[config.mk]
export PLATFORM = sky130hd
export DESIGN_NAME = lafs_device_flat
export DESIGN_NICKNAME = d
export VERILOG_FILES = /design/src/core/lafs_pkg.sv /design/src/core/lafs_link_if.sv /design/src/core/lafs_device.sv /design/src/core/lafs_sync.sv /design/src/flat_wrapper.sv
export SDC_FILE = /design/constraint.sdc
export NUM_CORES = 2
export LEC_CHECK = 0
export CORE_MARGIN = 4
export CORE_UTILIZATION = 37
export DETAILED_ROUTE_END_ITERATION = 12
export DONT_BUFFER_PORTS = 1
export PLACE_DENSITY = 0.6
export SLEW_MARGIN = 30
export SYNTH_ARGS = -nofsm -noshare
export SYNTH_HDL_FRONTEND = slang
export SYNTH_MEMORY_MAX_BITS = 65536
export SYNTH_SLANG_ARGS = --single-unit
[constraint.sdc]
create_clock -name aclk -period 11.8 [get_ports aclk]
set_clock_uncertainty 0.2 [all_clocks]
set_input_delay 1.18 -clock aclk [delete_from_list [all_inputs] [get_ports aclk]]
set_output_delay 1.18 -clock aclk [all_outputs]
set_load 0.1 [all_outputs]
[src/core/lafs_pkg.sv]
// shared constants for the table access and status flag link
package lafs_pkg;
   // command bytes
   localparam logic [7:0] CMD_PTR_WR  = 8'h7A;
   localparam logic [7:0] CMD_DAT_WR  = 8'h7C;
   localparam logic [7:0] CMD_DAT_RD  = 8'hFC;
   localparam logic [7:0] CMD_STAT_RD = 8'hF6;
   localparam logic [7:0] CMD_FIFO_RD = 8'h80;
   // frame: command byte then one 16-bit word
   localparam logic [4:0] CMD_BITS    = 5'h08;
   localparam logic [4:0] FRAME_BITS  = 5'h18;
   // pointer register fields
   localparam int PTR_CNT_LSB  = 8;
   localparam int PTR_ADDR_LSB = 0;
   // status flag positions
   localparam int ST_RESTART = 6;
   localparam int ST_MISC    = 5;
   localparam int ST_GAIN    = 4;
   localparam int ST_CONV    = 3;
   localparam int ST_GATE    = 2;
   localparam int ST_EMPTY   = 1;
   localparam int ST_OVF     = 0;
   // status reset values
   localparam logic RST_GATE  = 1'b1;
   localparam logic RST_EMPTY = 1'b1;
   // fifo word tags
   localparam logic [2:0] TAG_TABLE = 3'h6;
   localparam logic [3:0] TAG_EMPTY = 4'hF;
   // serial clock made by the host: 160 ns period from a 5 ns clock
   localparam int CLK_NS      = 5;
   localparam int SCLK_NS     = 160;
   localparam int SCLK_HALF   = SCLK_NS / (2 * CLK_NS);
   // host register offsets
   localparam logic [3:0] REG_CMD   = 4'h0;
   localparam logic [3:0] REG_STAT  = 4'h4;
   localparam logic [3:0] REG_RDATA = 4'h8;
   localparam logic [1:0] RESP_OKAY   = 2'h0;
   localparam logic [1:0] RESP_DECERR = 2'h3;
endpackage

[src/core/lafs_link_if.sv]
// serial link between the bias controller and its host
`timescale 1ns/100ps
interface lafs_link_if;
   logic sclk;
   logic cs_n;
   logic mosi;
   logic miso;
   modport dev (input sclk, input cs_n, input mosi, output miso);
   modport host (output sclk, output cs_n, output mosi, input miso);
endinterface

[src/core/lafs_device.sv]
// device end: table pointer, table data port, result queue and status flags
`timescale 1ns/100ps
//
// Contract
// - 7Ah loads count high byte, address low
// - table top ends transfer early
// - count of zero aborts any transfer
// - 7Ch stores word at current address
// - FCh requests table read
// - address advances after each data write
// - table words in queue tagged 110
// - restart flag resets 0, set on restarts
// - power-on or status read clears restart
// - misc engine busy flag, reset 0
// - gain calibration busy flag
// - converter busy on conversion, check, load
// - converter busy drops after scan ends
// - gate calc busy flag, reset 1
// - empty flag high while queue empty
// - queue clear empties, sets empty flag
// - overflow sticky until status read/clear
// - table read never overflows; flag shows full
// - F6h reads status, upper bits zero
// - 80h pops oldest word, tag on top of table and empty words
module lafs_device #(
   parameter int FIFO_DEPTH = 16,
   parameter int TBL_AW     = 8
) (
   // clock and reset
   input  wire logic        aclk,
   input  wire logic        aresetn,
   // serial link
   lafs_link_if.dev         link,
   // converter results
   input  wire logic        adc_valid,
   input  wire logic [15:0] adc_word,
   // busy sources
   input  wire logic        convert_active,
   input  wire logic        alarm_check,
   input  wire logic        fifo_loading,
   input  wire logic        scan_done,
   input  wire logic        misc_busy_in,
   input  wire logic        gain_cal_in,
   input  wire logic        gate_calc_in,
   // restart and clear events
   input  wire logic        watchdog_reset,
   input  wire logic        full_reset_done,
   input  wire logic        queue_clear,
   // state
   output logic      [15:0] status_flags
);
   localparam int FW = $clog2(FIFO_DEPTH);
   localparam logic [TBL_AW-1:0] TBL_TOP = '1;

   logic [2:0]        pin_s;
   logic              sclk_d;
   logic [4:0]        bit_cnt;
   logic [15:0]       sh_in;
   logic [7:0]        cmd;
   logic [15:0]       sh_out;
   logic              miso_q;
   logic [TBL_AW-1:0] table_addr;
   logic [7:0]        table_word_count;
   logic              tbl_reading;
   logic [15:0]       tbl_mem [2**TBL_AW];
   logic [15:0]       fifo_mem [FIFO_DEPTH];
   logic [FW-1:0]     wr_ptr;
   logic [FW-1:0]     rd_ptr;
   logic [FW:0]       fcount;
   logic              restart;
   logic              engine_misc_busy;
   logic              gain_cal_busy;
   logic              converter_busy;
   logic              gate_calc_busy;
   logic              queue_empty_flag;
   logic              queue_overflow_flag;

   lafs_sync #(.W(3)) u_sync (
      .aclk    (aclk),
      .aresetn (aresetn),
      .d       ({link.sclk, link.cs_n, link.mosi}),
      .q       (pin_s)
   );

   wire sclk_s = pin_s[2];
   wire cs_n_s = pin_s[1];
   wire mosi_s = pin_s[0];
   wire rise   = sclk_s & ~sclk_d & ~cs_n_s;
   wire fall   = ~sclk_s & sclk_d & ~cs_n_s;
   wire [7:0]  cmd_now  = {sh_in[6:0], mosi_s};
   wire [15:0] data_now = {sh_in[14:0], mosi_s};
   wire at_cmd   = rise && (bit_cnt == lafs_pkg::CMD_BITS - 5'h01);
   wire at_end   = rise && (bit_cnt == lafs_pkg::FRAME_BITS - 5'h01);
   wire ev_ptr   = at_end && (cmd == lafs_pkg::CMD_PTR_WR);
   wire ev_wr    = at_end && (cmd == lafs_pkg::CMD_DAT_WR);
   wire ev_rdreq = at_end && (cmd == lafs_pkg::CMD_DAT_RD);
   wire ev_stat  = at_cmd && (cmd_now == lafs_pkg::CMD_STAT_RD);
   wire ev_pop   = at_cmd && (cmd_now == lafs_pkg::CMD_FIFO_RD);

   wire full      = (fcount == (FW+1)'(FIFO_DEPTH));
   wire push_tbl  = tbl_reading && !full;
   wire push_adc  = adc_valid && !tbl_reading && !full;
   wire push      = push_tbl || push_adc;
   wire pop       = ev_pop && (fcount != '0);
   wire tbl_last  = (table_word_count == 8'h01) || (table_addr == TBL_TOP);
   wire [15:0] tbl_word = {lafs_pkg::TAG_TABLE, tbl_mem[table_addr][12:0]};

   wire [15:0] flags = {9'h000, restart, engine_misc_busy, gain_cal_busy,
                        converter_busy, gate_calc_busy, queue_empty_flag,
                        queue_overflow_flag};

   // frame position; a deselect mid-frame discards 7Ah, 7Ch and FCh frames
   always_ff @(posedge aclk)
   begin
      if (!aresetn)
      begin
         sclk_d  <= 1'b0;
         bit_cnt <= '0;
         sh_in   <= '0;
         cmd     <= '0;
      end
      else
      begin
         sclk_d <= sclk_s;
         if (cs_n_s)
            bit_cnt <= '0;
         else if (rise && bit_cnt != lafs_pkg::FRAME_BITS)
            bit_cnt <= bit_cnt + 5'h01;
         if (rise)
            sh_in <= data_now;
         if (at_cmd)
            cmd <= cmd_now;
      end
   end

   // answer word loaded at the command byte, shifted out on falling edges
   always_ff @(posedge aclk)
   begin
      if (!aresetn)
      begin
         sh_out <= '0;
         miso_q <= 1'b0;
      end
      else if (cs_n_s)
      begin
         sh_out <= '0;
         miso_q <= 1'b0;
      end
      else if (ev_stat)
         sh_out <= flags;
      else if (ev_pop)
         // oldest word, or flags when empty
         sh_out <= pop ? fifo_mem[rd_ptr] : {lafs_pkg::TAG_EMPTY, 5'h00, flags[6:0]};
      else if (fall && bit_cnt >= lafs_pkg::CMD_BITS)
      begin
         miso_q <= sh_out[15];
         sh_out <= {sh_out[14:0], 1'b0};
      end
   end

   assign link.miso = miso_q;

   // table pointer, word count and read engine
   always_ff @(posedge aclk)
   begin
      if (!aresetn)
      begin
         table_addr       <= '0;
         table_word_count <= '0;
         tbl_reading      <= 1'b0;
      end
      else if (ev_ptr)
      begin
         table_word_count <= data_now[15:lafs_pkg::PTR_CNT_LSB];
         table_addr       <= data_now[lafs_pkg::PTR_ADDR_LSB +: TBL_AW];
         tbl_reading      <= 1'b0;
      end
      else if (ev_wr && table_word_count != 8'h00)
      begin
         table_addr       <= table_addr + 1'b1;
         table_word_count <= tbl_last ? 8'h00 : table_word_count - 8'h01;
      end
      else if (ev_rdreq)
         tbl_reading <= (table_word_count != 8'h00);
      else if (push_tbl)
      begin
         table_addr       <= table_addr + 1'b1;
         table_word_count <= tbl_last ? 8'h00 : table_word_count - 8'h01;
         tbl_reading      <= !tbl_last;
      end
   end

   always_ff @(posedge aclk)
   begin
      if (ev_wr && table_word_count != 8'h00)
         tbl_mem[table_addr] <= data_now;
   end

   // queue storage; no reset needed on data
   always_ff @(posedge aclk)
   begin
      if (push)
         fifo_mem[wr_ptr] <= push_tbl ? tbl_word : adc_word;
   end

   // queue pointers; clear outranks a push in the same cycle
   always_ff @(posedge aclk)
   begin
      if (!aresetn || queue_clear)
      begin
         wr_ptr <= '0;
         rd_ptr <= '0;
         fcount <= '0;
      end
      else
      begin
         if (push)
            wr_ptr <= (wr_ptr == FW'(FIFO_DEPTH - 1)) ? '0 : wr_ptr + 1'b1;
         if (pop)
            rd_ptr <= (rd_ptr == FW'(FIFO_DEPTH - 1)) ? '0 : rd_ptr + 1'b1;
         fcount <= fcount + (FW+1)'(push) - (FW+1)'(pop);
      end
   end

   // empty and overflow flags
   always_ff @(posedge aclk)
   begin
      if (!aresetn)
      begin
         queue_empty_flag    <= lafs_pkg::RST_EMPTY;
         queue_overflow_flag <= 1'b0;
      end
      else
      begin
         if (queue_clear)
            queue_empty_flag <= 1'b1;
         else
            queue_empty_flag <= (fcount + (FW+1)'(push) - (FW+1)'(pop)) == '0;
         if (tbl_reading)
            queue_overflow_flag <= full;
         else if (adc_valid && full)
            queue_overflow_flag <= 1'b1;
         else if (ev_stat || queue_clear)
            queue_overflow_flag <= 1'b0;
      end
   end

   // restart indication
   always_ff @(posedge aclk)
   begin
      if (!aresetn)
         restart <= 1'b0;
      else if (watchdog_reset || full_reset_done)
         restart <= 1'b1;
      else if (ev_stat)
         restart <= 1'b0;
   end

   // busy flags
   always_ff @(posedge aclk)
   begin
      if (!aresetn)
      begin
         engine_misc_busy <= 1'b0;
         gain_cal_busy    <= 1'b0;
         converter_busy   <= 1'b0;
         gate_calc_busy   <= lafs_pkg::RST_GATE;
      end
      else
      begin
         engine_misc_busy <= misc_busy_in;
         gain_cal_busy    <= gain_cal_in;
         gate_calc_busy   <= gate_calc_in;
         if (convert_active || alarm_check || fifo_loading)
            converter_busy <= 1'b1;
         else if (scan_done)
            converter_busy <= 1'b0;
      end
   end

   always_ff @(posedge aclk)
   begin
      if (!aresetn)
         status_flags <= {13'h0000, lafs_pkg::RST_GATE, lafs_pkg::RST_EMPTY, 1'b0};
      else
         status_flags <= flags;
   end
endmodule

[src/core/lafs_sync.sv]
// two flip-flop synchroniser for pin inputs
`timescale 1ns/100ps
module lafs_sync #(
   parameter int W = 1
) (
   // clock and reset
   input  wire logic         aclk,
   input  wire logic         aresetn,
   // pins in, synchronised out
   input  wire logic [W-1:0] d,
   output logic      [W-1:0] q
);
   logic [W-1:0] meta;

   always_ff @(posedge aclk)
   begin
      if (!aresetn)
      begin
         meta <= '0;
         q    <= '0;
      end
      else
      begin
         meta <= d;
         q    <= meta;
      end
   end
endmodule

[src/flat_wrapper.sv]
// flat-port wrapper written by rule: the top's interface ports become plain ports
module lafs_device_flat 
#(
   parameter int FIFO_DEPTH = 16,
   parameter int TBL_AW     = 8
)
  (aclk, aresetn, adc_valid, adc_word, convert_active, alarm_check, fifo_loading, scan_done, misc_busy_in, gain_cal_in, gate_calc_in, watchdog_reset, full_reset_done, queue_clear, status_flags, link_sclk, link_cs_n, link_mosi, link_miso);
  lafs_link_if link_i ();
  input  wire logic aclk;
  input  wire logic aresetn;
  input  wire logic adc_valid;
  input  wire logic [15:0] adc_word;
  input  wire logic convert_active;
  input  wire logic alarm_check;
  input  wire logic fifo_loading;
  input  wire logic scan_done;
  input  wire logic misc_busy_in;
  input  wire logic gain_cal_in;
  input  wire logic gate_calc_in;
  input  wire logic watchdog_reset;
  input  wire logic full_reset_done;
  input  wire logic queue_clear;
  output logic      [15:0] status_flags;
  input wire logic [$bits(link_i.sclk)-1:0] link_sclk;
  input wire logic [$bits(link_i.cs_n)-1:0] link_cs_n;
  input wire logic [$bits(link_i.mosi)-1:0] link_mosi;
  output wire logic [$bits(link_i.miso)-1:0] link_miso;
  assign link_i.sclk = link_sclk;
  assign link_i.cs_n = link_cs_n;
  assign link_i.mosi = link_mosi;
  assign link_miso = link_i.miso;
  lafs_device #(.FIFO_DEPTH(FIFO_DEPTH), .TBL_AW(TBL_AW)) u_core (.aclk(aclk), .aresetn(aresetn), .link(link_i), .adc_valid(adc_valid), .adc_word(adc_word), .convert_active(convert_active), .alarm_check(alarm_check), .fifo_loading(fifo_loading), .scan_done(scan_done), .misc_busy_in(misc_busy_in), .gain_cal_in(gain_cal_in), .gate_calc_in(gate_calc_in), .watchdog_reset(watchdog_reset), .full_reset_done(full_reset_done), .queue_clear(queue_clear), .status_flags(status_flags));
endmodule
Word-level counts from Yosys, hierarchy flattened
Memory sizes are Yosys's and may differ from the RTL's. A register that Yosys moved wholly into a read port is not among the register bits.
Cells that the tools add are included.
{"block": "word_totals", "register_bits": 105, "latchBits": 0, "ram_bits": 4352, "mem_bits_ro": 0, "input_bits": 32, "wordCells": 135, "mem_count": 2}
{"block": "op_classes", "add_sub_neg": 7, "multipliers": 0, "div_mod_pow": 0, "order_cmp": 1, "eq_ne": 14, "n_shift": 0, "mux": 33, "bitwise": 11, "reduce_logical": 43}
{"name": "u_core.tbl_mem", "depth": 256, "word_bits": 16, "read_ports": 1, "rd_ports_with_merged_regs": 1, "write_ports": 1, "line": "lafs_device.sv:65", "rtl": "logic [15:0] tbl_mem [2**TBL_AW];"}
{"name": "u_core.fifo_mem", "depth": 16, "word_bits": 16, "read_ports": 1, "rd_ports_with_merged_regs": 1, "write_ports": 1, "line": "lafs_device.sv:66", "rtl": "logic [15:0] fifo_mem [FIFO_DEPTH];"}
{"op": "$mux 8", "count": 11}
{"op": "$mux 16", "count": 4}
{"op": "$eq 8x8->1 const B", "count": 4}
{"op": "$eq 8x7->1 const B", "count": 2}
{"op": "$mux 4", "count": 4}
{"op": "$logic_and 1x1->1", "count": 15}
{"op": "$mux 1", "count": 13}
{"op": "$eq 5x5->1 const B", "count": 2}
{"op": "$reduce_bool 3->1", "count": 3}
{"op": "$add 4x1->4 const B", "count": 2}
{"op": "$add 8x1->8 const B", "count": 1}
{"op": "$eq 4x4->1 const B", "count": 2}
{"op": "$eq 8x1->1 const B", "count": 1}
{"op": "$reduce_bool 2->1", "count": 4}
{"op": "$reduce_bool 8->1", "count": 1}
{"op": "$sub 8x1->8 const B", "count": 1}
{"op": "$logic_or 1x1->1", "count": 7}
{"op": "$mux 7", "count": 1}
{"op": "$not 1->1", "count": 7}
{"op": "$reduce_or 2->1", "count": 3}
{"op": "$add 5x1->5", "count": 1}
{"op": "$add 5x1->5 const B", "count": 1}
{"op": "$eq 5x3->1 const B", "count": 1}
{"op": "$ge 5x4->1 const B", "count": 1}
{"op": "10 further kinds", "count": 17}

Logic depth before layout (Yosys ltp)
{"block": "depth", "word_depth": 10, "ltp_mapped": 17}

Cells and area by module
From an unflattened synthesis, not the netlist that was laid out.
{"block": "unflattened", "hier_cells": 7066, "area_unflattened_um2": 142693.1}
{"module": "lafs_device", "instances": 1, "cells_per_inst": 7054, "area_each_um2": 142535.5}
{"module": "lafs_sync", "instances": 1, "cells_per_inst": 12, "area_each_um2": 157.7}

Least setup slack after synthesis
OpenSTA, ideal clock, no wires.
{"block": "synth_timing", "path_type": "register to register", "start": "register u_core.sh_in[6]", "end": "register u_core.queue_empty_flag", "setup_time_ns": 0.116, "arrival_time_ns": 6.140, "required_ns": 11.484, "path_slack_ns": 5.344, "path_stages_with_launch": 17, "n_path_buf": 0, "period_less_slack_ns": 6.456, "path_cell_list": "dfxtp_1 -> nor3b_1 -> nand4_1 -> nor3_1 -> nand2b_1 -> clkinv_1 -> ha_1 -> inv_1 -> ha_1 -> inv_1 -> fa_1 -> inv_1 -> a21oi_1 -> nor2_1 -> nor2_1 -> xnor2_1 -> a41o_1"}
{"block": "synth_via", "elab_chain_cells": 5}
{"item": "start: declaration", "line": "lafs_device.sv:58", "rtl": "logic [15:0] sh_in;"}
{"item": "start signal: assignment", "line": "lafs_device.sv:130", "rtl": "sh_in <= data_now;"}
{"item": "$eq 8x8->1", "line": "lafs_device.sv:98", "rtl": "wire ev_pop = at_cmd && (cmd_now == lafs_pkg::CMD_FIFO_RD);"}
{"item": "$logic_and 1x1->1", "line": "lafs_device.sv:98"}
{"item": "$logic_and 1x1->1", "line": "lafs_device.sv:104", "rtl": "wire pop = ev_pop && (fcount != '0);"}
{"item": "$sub 5x1->5", "line": "lafs_device.sv:238", "rtl": "queue_empty_flag <= (fcount + (FW+1)'(push) - (FW+1)'(pop)) == '0;"}
{"item": "$logic_not 5->1", "line": "lafs_device.sv:238"}
{"item": "end signal: assignment", "line": "lafs_device.sv:230", "rtl": "queue_empty_flag <= lafs_pkg::RST_EMPTY;"}
{"item": "end: declaration", "line": "lafs_device.sv:75", "rtl": "logic queue_empty_flag;"}
Every way passes these cells.
A chain may end at the register's enable or synchronous reset.

==> summary.txt <==
Routing
  – Remaining antenna violation count: 0
  – Iteration-0 DRC count of the detailed router: 8927
  – Mean routed wirelength per cell: 30.0 um
  – Post-DR vias/cell: 5.71
  – Router iterations before antenna repair: 6
  – Detailed Route WL: 381000 um
  – Via count: 72500
  – DRC errors left: 0

Yosys
  – Number of synthesized flops with an enable pin: 3584
  – Synth cell types: 69
  – Count of state elements after synthesis: 3692
  – Ys flop type: sky130_fd_sc_hd__edfxtp_1
  – Seq/Total Area, Yosys: 77.3%
  – Number of cells produced by synthesis: 7003
  – Syn_area_per_cell: 20.3 um2
  – Count of synthesis-stage warnings from yosys: 0
  – Post-synthesis instance area: 0.142 mm2
  – Post-synthesis async set-or-reset flop share: 0%

Placement
  – Placed wire-length estimate: 228000 um
  – IO buf count: 0
  – GP Congestion: 0.833

Clocking
  – Worst-case clock buffer depth: 4
  – Number of buffers created by CTS: 375
  – Max H-tree Level: 5
  – TritonCTS clock tree: built
  – # Post-CTS Setup Buffers: 0
  – Clock tree root driver cell: sky130_fd_sc_hd__clkbuf_16
  – PostCTS Resize Cnt: 0
  – Latest clock arrival within the worst-skew pair: 0.97 ns
  – Clk pin slew, worst setup/hold paths: 0.06 ns
  – Number of hold-repair buffers added at the cts stage: 0
  – Sinks on Clock Net: 3692

Floorplan
  – Die area: 0.394 mm2
  – Initial standard-cell utilization of the core: 37.2%
  – Placeable core region: 0.382 mm2
  – Die H: 628 um
  – Width of the chip: 628 um
  – I/O pin count: 49
  – Std cell rows: 227

Setup path
  – CP Data Required Time: 12.19 ns
  – Critical path capture point type: flop
  – Element type at the critical path start: flop
  – CP max FO: 47
  – Worst setup path class: reg2reg
  – Worst endpoint data arrival time: 6.41 ns

Outcome
  – Outcome: finished, final reports clean

STA
  – Final Hold Fails: 0
  – Final hold slack: 0.128 ns
  – Max Transition Viols Final: 0
  – Slew @ Worst Pin: 1.06 ns
  – Final critical-path required period: 6.02 ns
  – Fin Setup TNS: 0 ns
  – Tightest slew margin relative to the limit: 29.4%
  – Peak Freq: 166 MHz
  – RSZ-0062 raised after global routing: no
  – Final setup violation count: 0
  – Final period util: 51.0%

Layout
  – Commonest cells after routing, fill and taps aside: sky130_fd_sc_hd__edfxtp_1, sky130_fd_sc_hd__mux4_2, sky130_fd_sc_hd__mux2i_1
  – Most common cell after layout, fill and taps aside: sky130_fd_sc_hd__edfxtp_1
  – Number of fill cells in the layout: 32800
  – Fraction of layout cells with a size suffix above 1: 22.8%
  – Area overhead of the layout relative to synthesis: 14.2%
  – Layout net count: 7400

Global route
  – Number of global-route vias before repair: 71900
  – Total track usage: 18.9%
  – Largest net degree at the start of global routing: 210
  – Global-route wire length before repair: 541000 um
  – Initial antenna violation count: 26
  – Overflow left after global routing: 0

Min path
  – Source of the worst hold timing path: aresetn
  – HP Class: in2reg

Power and ir drop
  – Fraction of power consumed by the clock network: 44.9%
  – Leakage: 49.6 nW
  – Internal power: 20.9 mW
  – Logic pwr share: 0.3%
  – Maximum resistive drop on vdd: 0.000139 V
  – Power density of the placed cells: 160 mW/mm2
  – Switching power total: 5.07 mW
  – Proportion of power drawn by flip-flops and latches: 54.8%
  – Net switching fraction of the power: 19.6%

Run
  – Count of maximum capacitance violations: 0
[synthesized netlist by cell type (11+ instances only)]
cell type                   number  area share, %
sky130_fd_sc_hd__edfxtp_1     3584             76
sky130_fd_sc_hd__mux4_2        685             11
sky130_fd_sc_hd__mux2i_1       502            3.5
sky130_fd_sc_hd__nor2_1        386            1.0
sky130_fd_sc_hd__clkbuf_1      210           0.55
sky130_fd_sc_hd__nand2_1       189           0.50
sky130_fd_sc_hd__o22ai_1       185           0.81
sky130_fd_sc_hd__a22oi_1       137           0.72
sky130_fd_sc_hd__a21oi_1       118           0.42
sky130_fd_sc_hd__dfxtp_1       108            1.5
sky130_fd_sc_hd__a211oi_1       87           0.46
sky130_fd_sc_hd__buf_2          84           0.30
sky130_fd_sc_hd__o221ai_1       82           0.51
sky130_fd_sc_hd__buf_4          79           0.42
sky130_fd_sc_hd__o21ai_0        66           0.23
sky130_fd_sc_hd__nand3_1        53           0.19
sky130_fd_sc_hd__nor3_1         53           0.19
sky130_fd_sc_hd__buf_1          38           0.10
sky130_fd_sc_hd__and2_1         30           0.13
sky130_fd_sc_hd__nor4_1         26           0.11
sky130_fd_sc_hd__a31oi_1        25           0.11
sky130_fd_sc_hd__inv_1          24          0.063
sky130_fd_sc_hd__a2111oi_0      23           0.14
sky130_fd_sc_hd__ha_1           19           0.17
sky130_fd_sc_hd__nand2b_1       16          0.070
sky130_fd_sc_hd__or3_1          16          0.070
sky130_fd_sc_hd__nand4_1        14          0.062
sky130_fd_sc_hd__nor2b_1        14          0.062
sky130_fd_sc_hd__a22o_1         13          0.080
sky130_fd_sc_hd__a211o_1        12          0.074
sky130_fd_sc_hd__and3_1         11          0.048
sky130_fd_sc_hd__xnor2_1        11          0.068
[cells by family after synthesis]
kind of cell	count (synthesis)	synth area share [%]
xor gates and xnor gates	19	0.117
buffers and inverters	445	1.51
other	1	0.00264
adders and majority gates	20	0.181
DFF	3692	77.3
muxes	1193	14.4
AOI/OAI and AO/OA	795	3.85
and+or+nand+nor	838	2.63
[layer usage]
metal,global-route usage [%],part of all wire [%],up-vias
li1,-,-,29800
met1,26.7,41,38700
met2,30.1,48,3396
met3,3.26,8.3,613
met4,5.75,3.2,6
met5,0,0.011,-
[area by class of cell]
type	count	area [um2]	area share [%]
sequential	3692	110000	67.7
multi-input combinational	2874	30800	19.0
clock buffer	460	9820	6.05
tap	5038	6300	3.88
timing repair buffer	380	3190	1.96
clock inverter	227	2190	1.35
inverter	25	96.3	0.0594
antenna	9	22.5	0.0139
[registers in the layout (all words and copies together), names as in the netlist, 5 cells and up, named ones only]
| name | count |
|---|---|
| u_core.table_word_count | 8 |
| u_core.table_addr | 8 |
| u_core.fifo_mem | 256 |
| u_core.sh_in | 15 |
| u_core.tbl_mem | 3328 |
| u_core.cmd | 8 |
| u_core.bit_cnt | 5 |
| u_core.fcount | 5 |
| u_core.status_flags | 7 |
| u_core.sh_out | 16 |
[worst max-delay path: stages (launching register included)]
cell and delay [ns]:
sky130_fd_sc_hd__dfxtp_4 0.71, sky130_fd_sc_hd__buf_4 0.81, sky130_fd_sc_hd__buf_4 0.66, sky130_fd_sc_hd__buf_4 0.65, sky130_fd_sc_hd__mux4_2 0.58, sky130_fd_sc_hd__a22o_1 0.24
sky130_fd_sc_hd__a2111oi_1 0.85, sky130_fd_sc_hd__or4_1 0.28, sky130_fd_sc_hd__nor4_2 0.12, sky130_fd_sc_hd__a211o_1 0.45
[stage by stage]
step	instance area [um2]	instances	util, %	worst slack, ns	total power [mW]
after floorplan	142000	7011	-	5.34	14.5
after global placement	150000	12000	39.2	5.43	14.6
after detailed placement	150000	12000	39.2	5.76	14.6
after CTS	162000	12700	42.4	5.73	26.1
after global routing	162000	12700	42.4	5.43	26.7
final	162000	12700	42.4	5.78	25.9
[power groups by stage]
stage	registers (mW)	clock network (mW)	logic [mW]
final	14.2	11.6	0.0859
after global routing	14.2	12.4	0.0926
after CTS	14.2	11.8	0.0855
after detailed placement	14.5	0	0.0852
after global placement	14.5	0	0.0818
after floorplan	14.5	0	0.0522
[final timing paths]
| check | end | slack [ns] | cells after the start |
|---|---|---|---|
| min | u_core.status_flags[2] | 0.13 | 1 |
| max | u_core.fifo_mem[12][3] | 5.78 | 9 |
| max reg2reg | u_core.fifo_mem[12][3] | 5.78 | 9 |
| min reg2reg | u_core.u_sync.q[0] | 0.24 | 1 |
No activity file was read; power rests on OpenSTA's default activity.
